`src/rlis_defines.svh`:
```
// offsets, field positions, reset values and counts of the link start-up block
`ifndef RLIS_DEFINES_SVH
`define RLIS_DEFINES_SVH
`define RLIS_ADDR_W 14
`define RLIS_LINK_CFG_OFFSET 14'h0008
`define RLIS_LINK_STATUS_OFFSET 14'h000c
`define RLIS_LINK_CFG_RESET 32'h0000_0000
`define RLIS_CFG_TX_ENABLE 0
`define RLIS_CFG_LOOP_LO 2
`define RLIS_CFG_LOOP_HI 3
`define RLIS_CFG_SLAVE 4
`define RLIS_CFG_CW_INSERT 5
`define RLIS_COMMA 8'hbc
`define RLIS_IDLE 8'h00
`define RLIS_CNT_SYNC_LOCKED 3'h1
`define RLIS_LOCK_COMMAS 4
`define RLIS_LOSS_CYCLES 64
`define RLIS_HFN_CYCLES 16
`define RLIS_BFN_CYCLES 8
`define RLIS_CHANNELS 3
`endif

```
`src/rlis_pkg.sv`:
```
// types shared by the link start-up block
package rlis_pkg;
  typedef enum logic [1:0] {
    RLIS_RX_UNSYNC = 2'h0,
    RLIS_RX_ACQUIRE = 2'h2,
    RLIS_RX_HF_SYNC = 2'h3
  } rlis_rx_state_e;

  typedef struct packed {
    logic hfn_valid;
    logic bfn_valid;
    logic spare;
    logic [2:0] cnt_sync;
    rlis_rx_state_e rx_state;
  } rlis_ext_status_s;

  typedef struct packed {
    logic [7:0] data;
    logic is_k;
  } rlis_symbol_s;
endpackage : rlis_pkg

```
`src/rlis_link_core.sv`:
```
// link core start-up: config register, comma transmit, receive sync and status
`timescale 1ns/1ns
`include "rlis_defines.svh"
module rlis_link_core #(
  parameter int CHANNELS = `RLIS_CHANNELS,
  parameter int LOCK_COMMAS = `RLIS_LOCK_COMMAS,
  parameter int LOSS_CYCLES = `RLIS_LOSS_CYCLES,
  parameter int HFN_CYCLES = `RLIS_HFN_CYCLES,
  parameter int BFN_CYCLES = `RLIS_BFN_CYCLES
) (
  input wire logic i_clock,
  input wire logic i_arst_n,
  input wire logic i_link_reset,
  input wire logic i_config_reset,
  input wire logic i_cpu_reset,
  input wire logic i_delay_measure_reset,
  input wire logic [CHANNELS-1:0] i_channel_tx_reset,
  input wire logic [CHANNELS-1:0] i_channel_rx_reset,
  input wire logic i_powerdown,
  input wire logic [`RLIS_ADDR_W-1:0] i_cpu_address,
  input wire logic i_cpu_write,
  input wire logic i_cpu_read,
  input wire logic [31:0] i_cpu_writedata,
  output logic [31:0] o_cpu_readdata,
  output logic o_cpu_readvalid,
  input wire rlis_pkg::rlis_symbol_s i_rx_symbol,
  output rlis_pkg::rlis_symbol_s o_tx_symbol,
  output rlis_pkg::rlis_ext_status_s o_ext_rx_status,
  output logic o_link_ready,
  output logic o_delay_measure_ready,
  output logic [CHANNELS-1:0] o_channel_tx_ready,
  output logic [CHANNELS-1:0] o_channel_rx_ready
);
  import rlis_pkg::*;

  localparam int PIN_W = 5 + 2 * CHANNELS + $bits(rlis_symbol_s);
  localparam int CNT_W = 16;

  if (CHANNELS < 1 || LOCK_COMMAS < 2 || LOSS_CYCLES < 2 || HFN_CYCLES < 1 || BFN_CYCLES < 1 ||
      LOSS_CYCLES >= 2 ** CNT_W || HFN_CYCLES + BFN_CYCLES >= 2 ** CNT_W || LOCK_COMMAS >= 2 ** CNT_W) begin : g_bad
    $error("rlis_link_core: parameter out of range");
  end

  // pins from the sequencer and the line arrive from another domain
  logic [PIN_W-1:0] pin_meta;
  logic [PIN_W-1:0] pin_sync;
  always_ff @(posedge i_clock or negedge i_arst_n) begin
    if (!i_arst_n) begin
      pin_meta <= '0;
      pin_sync <= '0;
    end else begin
      pin_meta <= {i_powerdown, i_link_reset, i_config_reset, i_cpu_reset, i_delay_measure_reset,
                   i_channel_tx_reset, i_channel_rx_reset, i_rx_symbol};
      pin_sync <= pin_meta;
    end
  end

  logic pd_s, link_rst_s, cfg_rst_s, cpu_rst_s, dm_rst_s;
  logic [CHANNELS-1:0] ch_tx_rst_s, ch_rx_rst_s;
  rlis_symbol_s rx_sym_s;
  assign {pd_s, link_rst_s, cfg_rst_s, cpu_rst_s, dm_rst_s, ch_tx_rst_s, ch_rx_rst_s, rx_sym_s} = pin_sync;

  // power-down resets the line side along with the link reset
  logic line_rst;
  assign line_rst = link_rst_s | pd_s;

  function automatic logic is_comma(input rlis_symbol_s s);
    is_comma = s.is_k && s.data == `RLIS_COMMA;
  endfunction : is_comma

  // processor port
  logic [31:0] link_cfg, next_link_cfg;
  logic [31:0] rdata, next_rdata;
  logic rvalid, next_rvalid;
  rlis_ext_status_s status, next_status;

  always_comb begin
    next_link_cfg = link_cfg;
    next_rdata = rdata;
    next_rvalid = 1'b0;
    if (cfg_rst_s) begin
      next_link_cfg = `RLIS_LINK_CFG_RESET;
    end else if (i_cpu_write && !cpu_rst_s && i_cpu_address == `RLIS_LINK_CFG_OFFSET) begin
      next_link_cfg = i_cpu_writedata;
    end
    if (cpu_rst_s) begin
      next_rdata = '0;
    end else if (i_cpu_read) begin
      next_rvalid = 1'b1;
      unique case (i_cpu_address)
        `RLIS_LINK_CFG_OFFSET: next_rdata = link_cfg;
        `RLIS_LINK_STATUS_OFFSET: next_rdata = {24'h00_0000, status};
        default: next_rdata = '0;
      endcase
    end
  end

  always_ff @(posedge i_clock or negedge i_arst_n) begin
    if (!i_arst_n) begin
      link_cfg <= `RLIS_LINK_CFG_RESET;
      rdata <= '0;
      rvalid <= 1'b0;
    end else begin
      link_cfg <= next_link_cfg;
      rdata <= next_rdata;
      rvalid <= next_rvalid;
    end
  end

  // loopback modes are stored but only "none" drives the line here
  logic cfg_tx_en, cfg_slave, cfg_no_loop;
  assign cfg_tx_en = link_cfg[`RLIS_CFG_TX_ENABLE] && link_cfg[`RLIS_CFG_CW_INSERT];
  assign cfg_slave = link_cfg[`RLIS_CFG_SLAVE];
  assign cfg_no_loop = link_cfg[`RLIS_CFG_LOOP_HI:`RLIS_CFG_LOOP_LO] == 2'h0;

  // receive synchronisation
  rlis_rx_state_e rx_state, next_rx_state;
  logic [CNT_W-1:0] comma_cnt, next_comma_cnt;
  logic [CNT_W-1:0] loss_cnt, next_loss_cnt;
  logic [CNT_W-1:0] init_cnt, next_init_cnt;
  logic hfn, next_hfn, bfn, next_bfn;
  logic rx_comma;
  assign rx_comma = is_comma(rx_sym_s);

  always_comb begin
    next_rx_state = rx_state;
    next_comma_cnt = comma_cnt;
    next_init_cnt = init_cnt;
    next_hfn = hfn;
    next_bfn = bfn;
    next_loss_cnt = rx_comma ? '0 : loss_cnt + 1'b1;
    if (line_rst || (rx_state != RLIS_RX_UNSYNC && loss_cnt == CNT_W'(LOSS_CYCLES - 1))) begin
      next_rx_state = RLIS_RX_UNSYNC;
      next_comma_cnt = '0;
      next_loss_cnt = '0;
      next_init_cnt = '0;
      next_hfn = 1'b0;
      next_bfn = 1'b0;
    end else begin
      unique case (rx_state)
        RLIS_RX_UNSYNC: begin
          if (rx_comma) begin
            next_rx_state = RLIS_RX_ACQUIRE;
            next_comma_cnt = CNT_W'(1);
          end
        end
        RLIS_RX_ACQUIRE: begin
          if (rx_comma) begin
            next_comma_cnt = comma_cnt + 1'b1;
            if (comma_cnt == CNT_W'(LOCK_COMMAS - 1)) begin
              next_rx_state = RLIS_RX_HF_SYNC;
            end
          end
        end
        RLIS_RX_HF_SYNC: begin
          // number fields settle in order: hyperframe first, basic frame after
          if (!bfn) begin
            next_init_cnt = init_cnt + 1'b1;
          end
          if (init_cnt == CNT_W'(HFN_CYCLES - 1)) begin
            next_hfn = 1'b1;
          end
          if (hfn && init_cnt == CNT_W'(HFN_CYCLES + BFN_CYCLES - 1)) begin
            next_bfn = 1'b1;
          end
        end
      endcase
    end
  end

  always_ff @(posedge i_clock or negedge i_arst_n) begin
    if (!i_arst_n) begin
      rx_state <= RLIS_RX_UNSYNC;
      comma_cnt <= '0;
      loss_cnt <= '0;
      init_cnt <= '0;
      hfn <= 1'b0;
      bfn <= 1'b0;
    end else begin
      rx_state <= next_rx_state;
      comma_cnt <= next_comma_cnt;
      loss_cnt <= next_loss_cnt;
      init_cnt <= next_init_cnt;
      hfn <= next_hfn;
      bfn <= next_bfn;
    end
  end

  // transmit and registered status outputs
  rlis_symbol_s tx_sym, next_tx_sym;
  logic ready, next_ready, dm_ready, next_dm_ready;
  logic [CHANNELS-1:0] ch_tx_ready, next_ch_tx_ready, ch_rx_ready, next_ch_rx_ready;
  logic rx_locked;
  // a slave waits for the far end's first comma, so it never syncs on its own loopback
  assign rx_locked = rx_state != RLIS_RX_UNSYNC;

  always_comb begin
    next_tx_sym = '{data: `RLIS_IDLE, is_k: 1'b0};
    if (!line_rst && cfg_tx_en && cfg_no_loop && (!cfg_slave || rx_locked)) begin
      next_tx_sym = '{data: `RLIS_COMMA, is_k: 1'b1};
    end
    next_status.rx_state = next_rx_state;
    next_status.cnt_sync = next_rx_state == RLIS_RX_HF_SYNC ? `RLIS_CNT_SYNC_LOCKED : 3'h0;
    next_status.spare = 1'b0;
    next_status.hfn_valid = next_hfn;
    next_status.bfn_valid = next_bfn;
    next_ready = next_bfn;
    next_dm_ready = next_bfn && !dm_rst_s;
    next_ch_tx_ready = {CHANNELS{next_bfn}} & ~ch_tx_rst_s;
    next_ch_rx_ready = {CHANNELS{next_bfn}} & ~ch_rx_rst_s;
  end

  always_ff @(posedge i_clock or negedge i_arst_n) begin
    if (!i_arst_n) begin
      tx_sym <= '{data: `RLIS_IDLE, is_k: 1'b0};
      status <= '{rx_state: RLIS_RX_UNSYNC, default: '0};
      ready <= 1'b0;
      dm_ready <= 1'b0;
      ch_tx_ready <= '0;
      ch_rx_ready <= '0;
    end else begin
      tx_sym <= next_tx_sym;
      status <= next_status;
      ready <= next_ready;
      dm_ready <= next_dm_ready;
      ch_tx_ready <= next_ch_tx_ready;
      ch_rx_ready <= next_ch_rx_ready;
    end
  end

  assign o_cpu_readdata = rdata;
  assign o_cpu_readvalid = rvalid;
  assign o_tx_symbol = tx_sym;
  assign o_ext_rx_status = status;
  assign o_link_ready = ready;
  assign o_delay_measure_ready = dm_ready;
  assign o_channel_tx_ready = ch_tx_ready;
  assign o_channel_rx_ready = ch_rx_ready;
endmodule : rlis_link_core

```
`config.mk`:
```
export PLATFORM = sky130hd
export DESIGN_NAME = rlis_link_core
export DESIGN_NICKNAME = d
export VERILOG_FILES = /design/src/rlis_pkg.sv /design/src/rlis_link_core.sv
export VERILOG_INCLUDE_DIRS = /design/src
export SDC_FILE = /design/constraint.sdc
export NUM_CORES = 1
export LEC_CHECK = 0
export ABC_AREA = 1
export BUFFER_PORTS_ARGS = -buffer_cell sky130_fd_sc_hd__buf_2
export CAP_MARGIN = 15
export CORE_MARGIN = 8
export CORE_UTILIZATION = 40
export DETAILED_ROUTE_END_ITERATION = 8
export RECOVER_POWER = 50
export SYNTH_ARGS = -nofsm -noshare
export SYNTH_HDL_FRONTEND = slang
export SYNTH_SLANG_ARGS = --single-unit
```
`constraint.sdc`:
```
create_clock -name i_clock -period 2.3 [get_ports i_clock]
set_input_delay 0.69 -clock i_clock [delete_from_list [all_inputs] [get_ports i_clock]]
set_output_delay 0.69 -clock i_clock [all_outputs]
set_load 0.1 [all_outputs]
```
==> results.cfg, run 1 <==
[outcome]
status = complete, but fails checks
violations = capacitance limit, slew limit

[sta]
clock.fmax_mhz = 443.5
hold_viol_final = 0
slew_headroom_pct = -2.694
holdWs_ns = 0.3459
worstMarginPinSlew_ns = 1.540
period_share_pct = 98.03
fin_skew_ns = 0.008187
final_max_slew_viol_count = 57
period_minus_slack_ns = 2.255
fin_tns_setup_ns = 0
rsz0062_at_grt = yes
setup_slack_ns = 0.04523
finalSetupViolCount = 0

[flow_run]
maxCapViolCount = 1

[min_path]
hp-class = reg -> reg

[setup_path]
start_kind = flop
cp_slowest_cell = dfrtp_1
cpPeakStageDelay_ns = 0.62
crit_family = flip-flops
worst_setup_path_end_kind = output pin
crit_fanout = 5
required_ns = 1.61
path_class = reg -> out
cp.arrival_ns = 1.56
critPathBufInv = 1
crit_chain = buf_2

[synth]
synth.most_common_cell = nand2_1
synth.area.top_cells = dfrtp_1, nand2_1, nor2_1, nand3_1, inv_1
ys_seq_elements = 166
synth_edf_count = 0
synthTopCellsByCount = nand2_1, dfrtp_1, nor2_1, nand3_1, inv_1
yosysWarnings = 0
yosys.cell_types.count = 37
yosysTopAreaCell = dfrtp_1
synth_top_area_share_pct = 55.80
syn_inst = 863
async_flop_share_pct = 100.0
seq_area_frac_synth_pct = 55.80
synth_flop_cell = dfrtp_1
synth.avg_cell_area_um2 = 8.626
synth_area_mm2 = 0.007445

[clock_network]
post_cts_resized = 0
cts_tree = yes
clkTransAtPathRegs_ns = 0.06
cts_hold_buf = 0
clock_latency_ns = 0.42
cts_max_level = 4
clk_path_buf_depth = 2
post_cts_buffers = 0
cts.sinks = 166
cts_buffers = 17
root_buffer = clkbuf_16

[placement]
dp_cells = 1198
io_buffers = 121
placed_cell_area_mm2 = 0.008252
dpl.hpwl_mm = 13.01
dpl_worst_slack_ns = 0.2655
gp_congestion = 0.8582

[drt]
antenna_left = 0
drtIter0Drc = 397
drcViolationCount = 0
drt-total-wl_mm = 18.02
first_pass_iters = 5
viasPerCell = 4.814
dr_total_vias = 5916
wl_per_cell_um = 14.66

[global_routing]
grt_util_all_layers_pct = 15.89
globalRoute.totalOverflow = 0
grt_pass1_wl_mm = 30.15
antenna_found_initial = 0
grt_pass1_vias = 5842
grt_max_degree = 60

[layout]
final_layout_size_suffix_gt1_share_pct = 19.80
nets = 1056
diodes = 0
fin_area_mm2 = 0.008859
layout-area-overhead-vs-synth_pct = 18.99
multi_input_area_mm2 = 0.002781
num-fill-cells = 1783
ff_latch_area_mm2 = 0.004154
final_util_pct = 48.00
finalNonFillerCells = 1229

[power]
total_power_mw = 6.371
power.internal_mw = 4.842
pwr-share-clk_pct = 46.9
p_leak_nw = 4.447
p_seq_share_pct = 47.7
max-vdd-ir-drop_uv = 456.2
p_switching_mw = 1.529
combPwrFrac_pct = 5.4
switching_share_pct = 24.00
p_per_area_mw_per_mm2 = 719.2

[floorplan]
start_util_pct = 40.34
die_w_um = 152.4
rows = 50
pin_count = 128
dieHeight_um = 152.4
coreArea_mm2 = 0.01846
die-area_mm2 = 0.02323
-- flip-flops by register name (all words and copies together), names as in the netlist --
name	flops
o_link_ready	1
o_tx_symbol	1
pin_meta	20
loss_cnt	16
o_ext_rx_status	4
o_channel_tx_ready	3
init_cnt	16
comma_cnt	16
o_delay_measure_ready	1
pin_sync	20
o_cpu_readvalid	1
o_channel_rx_ready	3
link_cfg	32
o_cpu_readdata	32
-- per-layer routing --
| metal | global-route usage, % | vias up | part of all wire [%] |
|---|---|---|---|
| li1 | - | 2964 | - |
| met2 | 26.18 | 121 | 48 |
| met1 | 20.42 | 2815 | 46 |
| met5 | 0 | - | 0 |
| met4 | 5.137 | 0 | 1.2 |
| met3 | 3.573 | 16 | 4.1 |
-- final timing paths --
check | cells past startpoint | slack (ns) | from | end
max | 1 | 0.05 | o_link_ready | o_ext_rx_status[6]
min | 0 | 0.35 | pin_meta[5] | pin_sync[5]
max reg2reg | 8 | 0.46 | loss_cnt[0] | loss_cnt[4]
min reg2reg | 0 | 0.35 | pin_meta[5] | pin_sync[5]
max in group asynchronous | 2 | 0.57 | i_arst_n | o_cpu_readdata[7]
min in group asynchronous | 1 | 0.65 | i_arst_n | pin_meta[9]
-- placed cells by master (no fill, tap or decap), drive strengths merged --
cell type,n
a21oi,4
dfrtp,166
nand2,283
nor4,3
xor2,14
ha,3
inv,71
nor3b,6
nor2,110
or2,1
nand3b,6
buf,134
xnor2,3
conb,6
nand3,80
o21ai,37
clkinv,3
bufinv,3
nor3,18
clkbuf,20
a2111oi,1
nand4,22
and2,1
-- cell families after synthesis --
group                    after synthesis  synth area share (%)
adder cells (fa/ha/maj)                3                0.5043
other                                  1               0.05037
XOR/XNOR                              17                 2.000
buffers and inverters                104                 7.160
AND/OR/NAND/NOR                      530                 31.61
flip-flops                           166                 55.80
AO/OA/AOI/OAI                         42                 2.874
-- power groups by stage --
stage	Clock, mW	Sequential [mW]	Combinational [mW]
5_1_grt	3.18	3.04	0.388
2_1_floorplan	0	3.09	0.189
4_1_cts	3.06	3.04	0.357
3_5_place_dp	0	3.09	0.357
6_report	2.99	3.04	0.346
3_3_place_gp	0	3.09	0.354
-- layout make-up --
type / instances / area share [%]
clock buffers: 17 / 4.802
clock inverters: 14 / 2.119
inverters: 63 / 2.726
multi-input cells: 598 / 31.40
flip-flops and latches: 166 / 46.89
well taps: 234 / 3.305
repair buffers: 137 / 8.757
Power figures use the tool's default switching activity.
==> run 2: changes to the inputs <==
--- a/config.mk
+++ b/config.mk
@@ -6,7 +6,7 @@
 export SDC_FILE = /design/constraint.sdc
 export NUM_CORES = 1
 export LEC_CHECK = 0
-export ABC_AREA = 1
+export ABC_AREA = 0
 export BUFFER_PORTS_ARGS = -buffer_cell sky130_fd_sc_hd__buf_2
 export CAP_MARGIN = 15
 export CORE_MARGIN = 8
==> run 2 against run 1 <==
  * The flow now finishes without violations
  * Non-clock buffer count rose by 14
  * Clock power barely moved
  * Register-to-register slack got worse by 0.45 ns
  * Combinational power fell by 23%
  * Synthesized area fell by 9.2%
  * Global-route usage rose by 0.11 points
  * Synthesized cell count fell by 30%
  * Largest cell class unchanged
  * Highest routed layer is now met5
==> results.cfg, run 2 <==
[drt]
wl_per_cell_um = 17.09
dr_total_vias = 5271
viasPerCell = 5.451
antenna_left = 0
drt-total-wl_mm = 16.53
drtIter0Drc = 429
drcViolationCount = 0
first_pass_iters = 5

[clock_network]
cts_hold_buf = 0
cts_buffers = 17
cts.sinks = 166
cts_tree = yes
clock_latency_ns = 0.43
cts_max_level = 4
root_buffer = clkbuf_16
clkTransAtPathRegs_ns = 0.07
clk_path_buf_depth = 2

[sta]
worstMarginPinSlew_ns = 1.333
period_share_pct = 99.40
final_max_slew_viol_count = 0
finalSetupViolCount = 0
rsz0062_at_grt = yes
clock.fmax_mhz = 437.4
fin_skew_ns = 0.008464
slew_headroom_pct = 11.14
hold_viol_final = 0
period_minus_slack_ns = 2.286

[setup_path]
worst_setup_path_end_kind = flop
cp.arrival_ns = 2.62
start_kind = flop
required_ns = 2.63
path_class = reg -> reg
crit_fanout = 24

[layout]
final_util_pct = 50.62
mostFrequentLayoutCells = dfrtp_1, buf_2, nand3_1
final_common_cell = dfrtp_1
num-fill-cells = 1498
layout-area-overhead-vs-synth_pct = 24.17
multi_input_area_mm2 = 0.002407
nets = 806
ff_latch_area_mm2 = 0.004159
final_layout_size_suffix_gt1_share_pct = 26.54
finalNonFillerCells = 967

[synth]
synth_edf_count = 0
synth.most_common_cell = dfrtp_1
synth_area_mm2 = 0.006760
synth_fa_ha_area_share_pct = 0.5552
synth-xor-area-share_pct = 2.721
syn_inst = 608
synth_top_area_share_pct = 61.45
yosysTopAreaCell = dfrtp_1
seq_area_frac_synth_pct = 61.45
async_flop_share_pct = 100.0
yosys.cell_types.count = 43
synth_flop_cell = dfrtp_1
synth.area.top_cells = dfrtp_1, nand3_1, a22o_1, a21oi_1, o21ai_0
synth.avg_cell_area_um2 = 11.12
yosys.area_share.simple_pct = 17.18
synth_compound_area_share_pct = 13.29
synth_top_family_by_area = simple AND/OR/NAND/NOR gates
synthTopCellsByCount = dfrtp_1, nand3_1, a21oi_1, o21ai_0, clkbuf_1
ys_seq_elements = 166
synth_mux_area_share_pct = 0.7403
yosysWarnings = 0

[floorplan]
die_w_um = 146
dieHeight_um = 146
coreArea_mm2 = 0.01658
start_util_pct = 40.77
pin_count = 128
rows = 47
die-area_mm2 = 0.02132

[placement]
io_buffers = 121
dpl.hpwl_mm = 11.61
gp_congestion = 0.8241
dp_cells = 934

[global_routing]
globalRoute.totalOverflow = 0
grt_max_degree = 53
grt_pass1_wl_mm = 27.66
antenna_found_initial = 2
grt_util_all_layers_pct = 16.00
grt_pass1_vias = 5407

[power]
p_per_area_mw_per_mm2 = 741.1
max-vdd-ir-drop_uv = 533.7
p_leak_nw = 3.757

[min_path]
hp-class = reg -> reg

[outcome]
status = completed

[flow_run]
maxCapViolCount = 0
## run 2: worst paths after layout
path	start	endpoint	slack, ns	depth (start not counted)
max	o_ext_rx_status[0]	comma_cnt[10]	0.01	5
min	pin_meta[15]	pin_sync[15]	0.35	0
max reg2reg	o_ext_rx_status[0]	comma_cnt[10]	0.01	5
min reg2reg	pin_meta[15]	pin_sync[15]	0.35	0
max in group asynchronous	i_arst_n	o_ext_rx_status[1]	0.42	2
min in group asynchronous	i_arst_n	loss_cnt[13]	0.57	1
## run 2: cells by family after synthesis
kind of cell	Yosys count
AOI/OAI and AO/OA	147
xor gates and xnor gates	21
adders and majority gates	3
buffers and inverters	55
DFF	166
muxes	5
other	1
and+or+nand+nor	210
## run 2: stage by stage
stage / power [mW] / setup WS, ns / hold slack (ns) / cell area, µm² / setup TNS, ns
after global placement: 3.293 / 0.04400 / 0.3333 / 7744 / 0
final: 6.221 / 0.01381 / 0.3493 / 8394 / 0
after CTS: 6.310 / 0.01046 / 0.2193 / 8384 / 0
after global routing: 6.462 / -0.02966 / 0.3472 / 8394 / -0.07584
after detailed placement: 3.300 / -0.02784 / 0.3347 / 7744 / -0.05032
after floorplan: 3.133 / -0.1895 / 0.3312 / 6785 / -2.036
## run 2: area by class of cell
| cell class | count | share of cell area [%] |
|---|---|---|
| Sequential cell | 166 | 49.55 |
| Multi-Input combinational cell | 392 | 28.68 |
| Timing Repair Buffer | 151 | 10.78 |
| Clock buffer | 18 | 5.232 |
| Tap cell | 220 | 3.279 |
| Clock inverter | 14 | 2.236 |
| Inverter | 5 | 0.2236 |
| Antenna cell | 1 | 0.02981 |
## run 2: critical path, stage by stage, from the launching register on
cell and delay (ns):
dfrtp_4 0.47, or4b_4 0.48, or3_4 0.35, buf_12 0.16
or4_4 0.51, a211oi_2 0.21
## run 2: power breakdown
part,switching (mW),leakage (nW),internal (mW)
Sequential,0.0127,2.22,2.96
Combinational,0.189,1.24,0.0760
Clock,1.22,0.298,1.77
## run 2: layer usage
layer / GRT usage, % / vias up / share of wire, %
li1: - / 2454 / -
met1: 19.91 / 2634 / 43
met2: 25.81 / 153 / 49
met3: 4.136 / 28 / 5.3
met4: 7.110 / 2 / 2.2
met5: 0 / - / 0.048
## run 2: repair_timing
action | in CTS | in global routing
setup buffers | 0 | 0
endpoints found under the setup margin | 2 | 5
resized for setup | 3 | 9
==> run 3: changes to the inputs <==
--- a/config.mk
+++ b/config.mk
@@ -12,6 +12,8 @@
 export CORE_MARGIN = 8
 export CORE_UTILIZATION = 40
 export DETAILED_ROUTE_END_ITERATION = 8
+export MAX_ROUTING_LAYER = met4
+export PLACE_DENSITY = 0.73
 export RECOVER_POWER = 50
 export SYNTH_ARGS = -nofsm -noshare
 export SYNTH_HDL_FRONTEND = slang
==> run 3 against run 2 <==
  * Critical path depth is the same
  * Maximum frequency up 1.2%
  * Clock-buffer cell count unchanged
  * Combinational power decreased by 4%
  * Highest routed layer is now met4
  * First-iteration DRC count shrank 28%
  * Register-to-register slack improved by 0.03 ns
  * Sequential share of layout area rose by 1.1 points
==> results.cfg, run 3 (same netlist as run 2, synthesis figures left out) <==
[layout]
layout-area-overhead-vs-synth_pct = 21.58
nets = 799
fin_area_mm2 = 0.008219
final_common_cell = dfrtp_1
final_util_pct = 49.56
finalNonFillerCells = 959
final_layout_size_suffix_gt1_share_pct = 25.34
mostFrequentLayoutCells = dfrtp_1, buf_2, nand3_1

[floorplan]
dieHeight_um = 146
start_util_pct = 40.77
pin_count = 128
die_w_um = 146
coreArea_mm2 = 0.01658
rows = 47
die-area_mm2 = 0.02132

[power]
max-vdd-ir-drop_uv = 604.7
p_leak_nw = 3.676
p_per_area_mw_per_mm2 = 711.9
total_power_mw = 5.851

[setup_path]
r2r-end = comma_cnt[11]
rr_worst_depth = 5
start_kind = flop
cp_slowest_cell = or4_1
crit_fanout = 22
required_ns = 2.63
cpPeakStageDelay_ns = 0.52
r2r-start = o_ext_rx_status[0]
cp-startpoint = o_ext_rx_status[0]
cp.arrival_ns = 2.59
worst_setup_path_end_kind = flop
crit_chain = or4b_4 -> or3_4 -> buf_8 -> or4_1 -> a211oi_2
reg2reg_slack_ns = 0.04
path_class = reg -> reg

[drt]
antenna_left = 0
drt-total-wl_mm = 15.85
viasPerCell = 5.416
drtIter0Drc = 310
first_pass_iters = 5
dr_total_vias = 5194
drcViolationCount = 0
wl_per_cell_um = 16.53

[min_path]
hp-class = reg -> reg
whs_path_depth = 0
whs_endpoint = pin_sync[7]
min-delay-start = pin_meta[7]

[sta]
fin_skew_ns = 0.01151
rsz0062_at_grt = yes
period_share_pct = 98.18
holdWs_ns = 0.3487
clock.fmax_mhz = 442.8
finalSetupViolCount = 0
worstMarginPinSlew_ns = 0.8707
hold_viol_final = 0
period_minus_slack_ns = 2.258
final_max_slew_viol_count = 0
slew_headroom_pct = 41.95

[clock_network]
clkTransAtPathRegs_ns = 0.06
cts_tree = yes
clock_latency_ns = 0.42
cts.sinks = 166
cts_max_level = 4
cts_buffers = 17
cts_hold_buf = 0
root_buffer = clkbuf_16
clk_path_buf_depth = 2

[global_routing]
grt_max_degree = 51
grt_pass1_vias = 5353
grt_pass1_wl_mm = 26.62
grt_util_all_layers_pct = 15.72
antenna_found_initial = 1
globalRoute.totalOverflow = 0

[placement]
placed_cell_area_mm2 = 0.007679
dp_cells = 927
gp_congestion = 0.8245
io_buffers = 121
dpl.hpwl_mm = 11.01

[outcome]
status = completed

[flow_run]
maxCapViolCount = 0
==> run 3: cell type report <==
cell class              instances  area, µm²
inverters                       5      18.77
repair buffers                144      829.5
flip-flops and latches        166       4159
multi-input cells             392       2391
well taps                     220      275.3
fillers                      1534       8364
diodes                          1      2.502
clock inverters                13      113.9
clock buffers                  18      429.2
==> run 3: through the flow <==
step	worst slack (ns)	TNS (ns)
2_1_floorplan	-0.1895	-2.036
3_3_place_gp	0.07315	0
3_5_place_dp	0.02238	0
4_1_cts	0.01356	0
5_1_grt	-0.0007516	-0.001156
6_report	0.04189	0
==> run 3: worst max-delay path, delay by kind of cell, from the launching register on <==
kind | cells | cell delay, ns
simple gates | 3 | 1.35
compound gates | 1 | 0.18
flops | 1 | 0.47
buf+inv | 1 | 0.16
==> run 3: layer usage <==
layer	global-route usage, %	up-vias	wire, µm
met5	-	-	0
li1	-	2456	-
met1	20.58	2549	7486
met3	3.887	18	848
met2	23.23	171	7232
met4	5.925	0	283
==> run 3: worst max-delay path by stage <==
stage                         end  cells past startpoint
global route         comma_cnt[9]                      5
CTS                  comma_cnt[9]                      5
floorplan            comma_cnt[5]                      6
global placement    comma_cnt[15]                      5
detailed placement   comma_cnt[9]                      5
finish              comma_cnt[11]                      5
==> run 3: power breakdown <==
group	switching [mW]	internal (mW)
Combinational	0.187	0.0682
Sequential	0.0117	2.96
Clock	1.21	1.41
Total	1.41	4.44
==> run 3: what timing repair did <==
action,4_1_cts,5_1_grt
buffers inserted,0,0
resized for setup,0,7
endpoints found under the setup margin,0,6
hold endpoints to repair,0,0
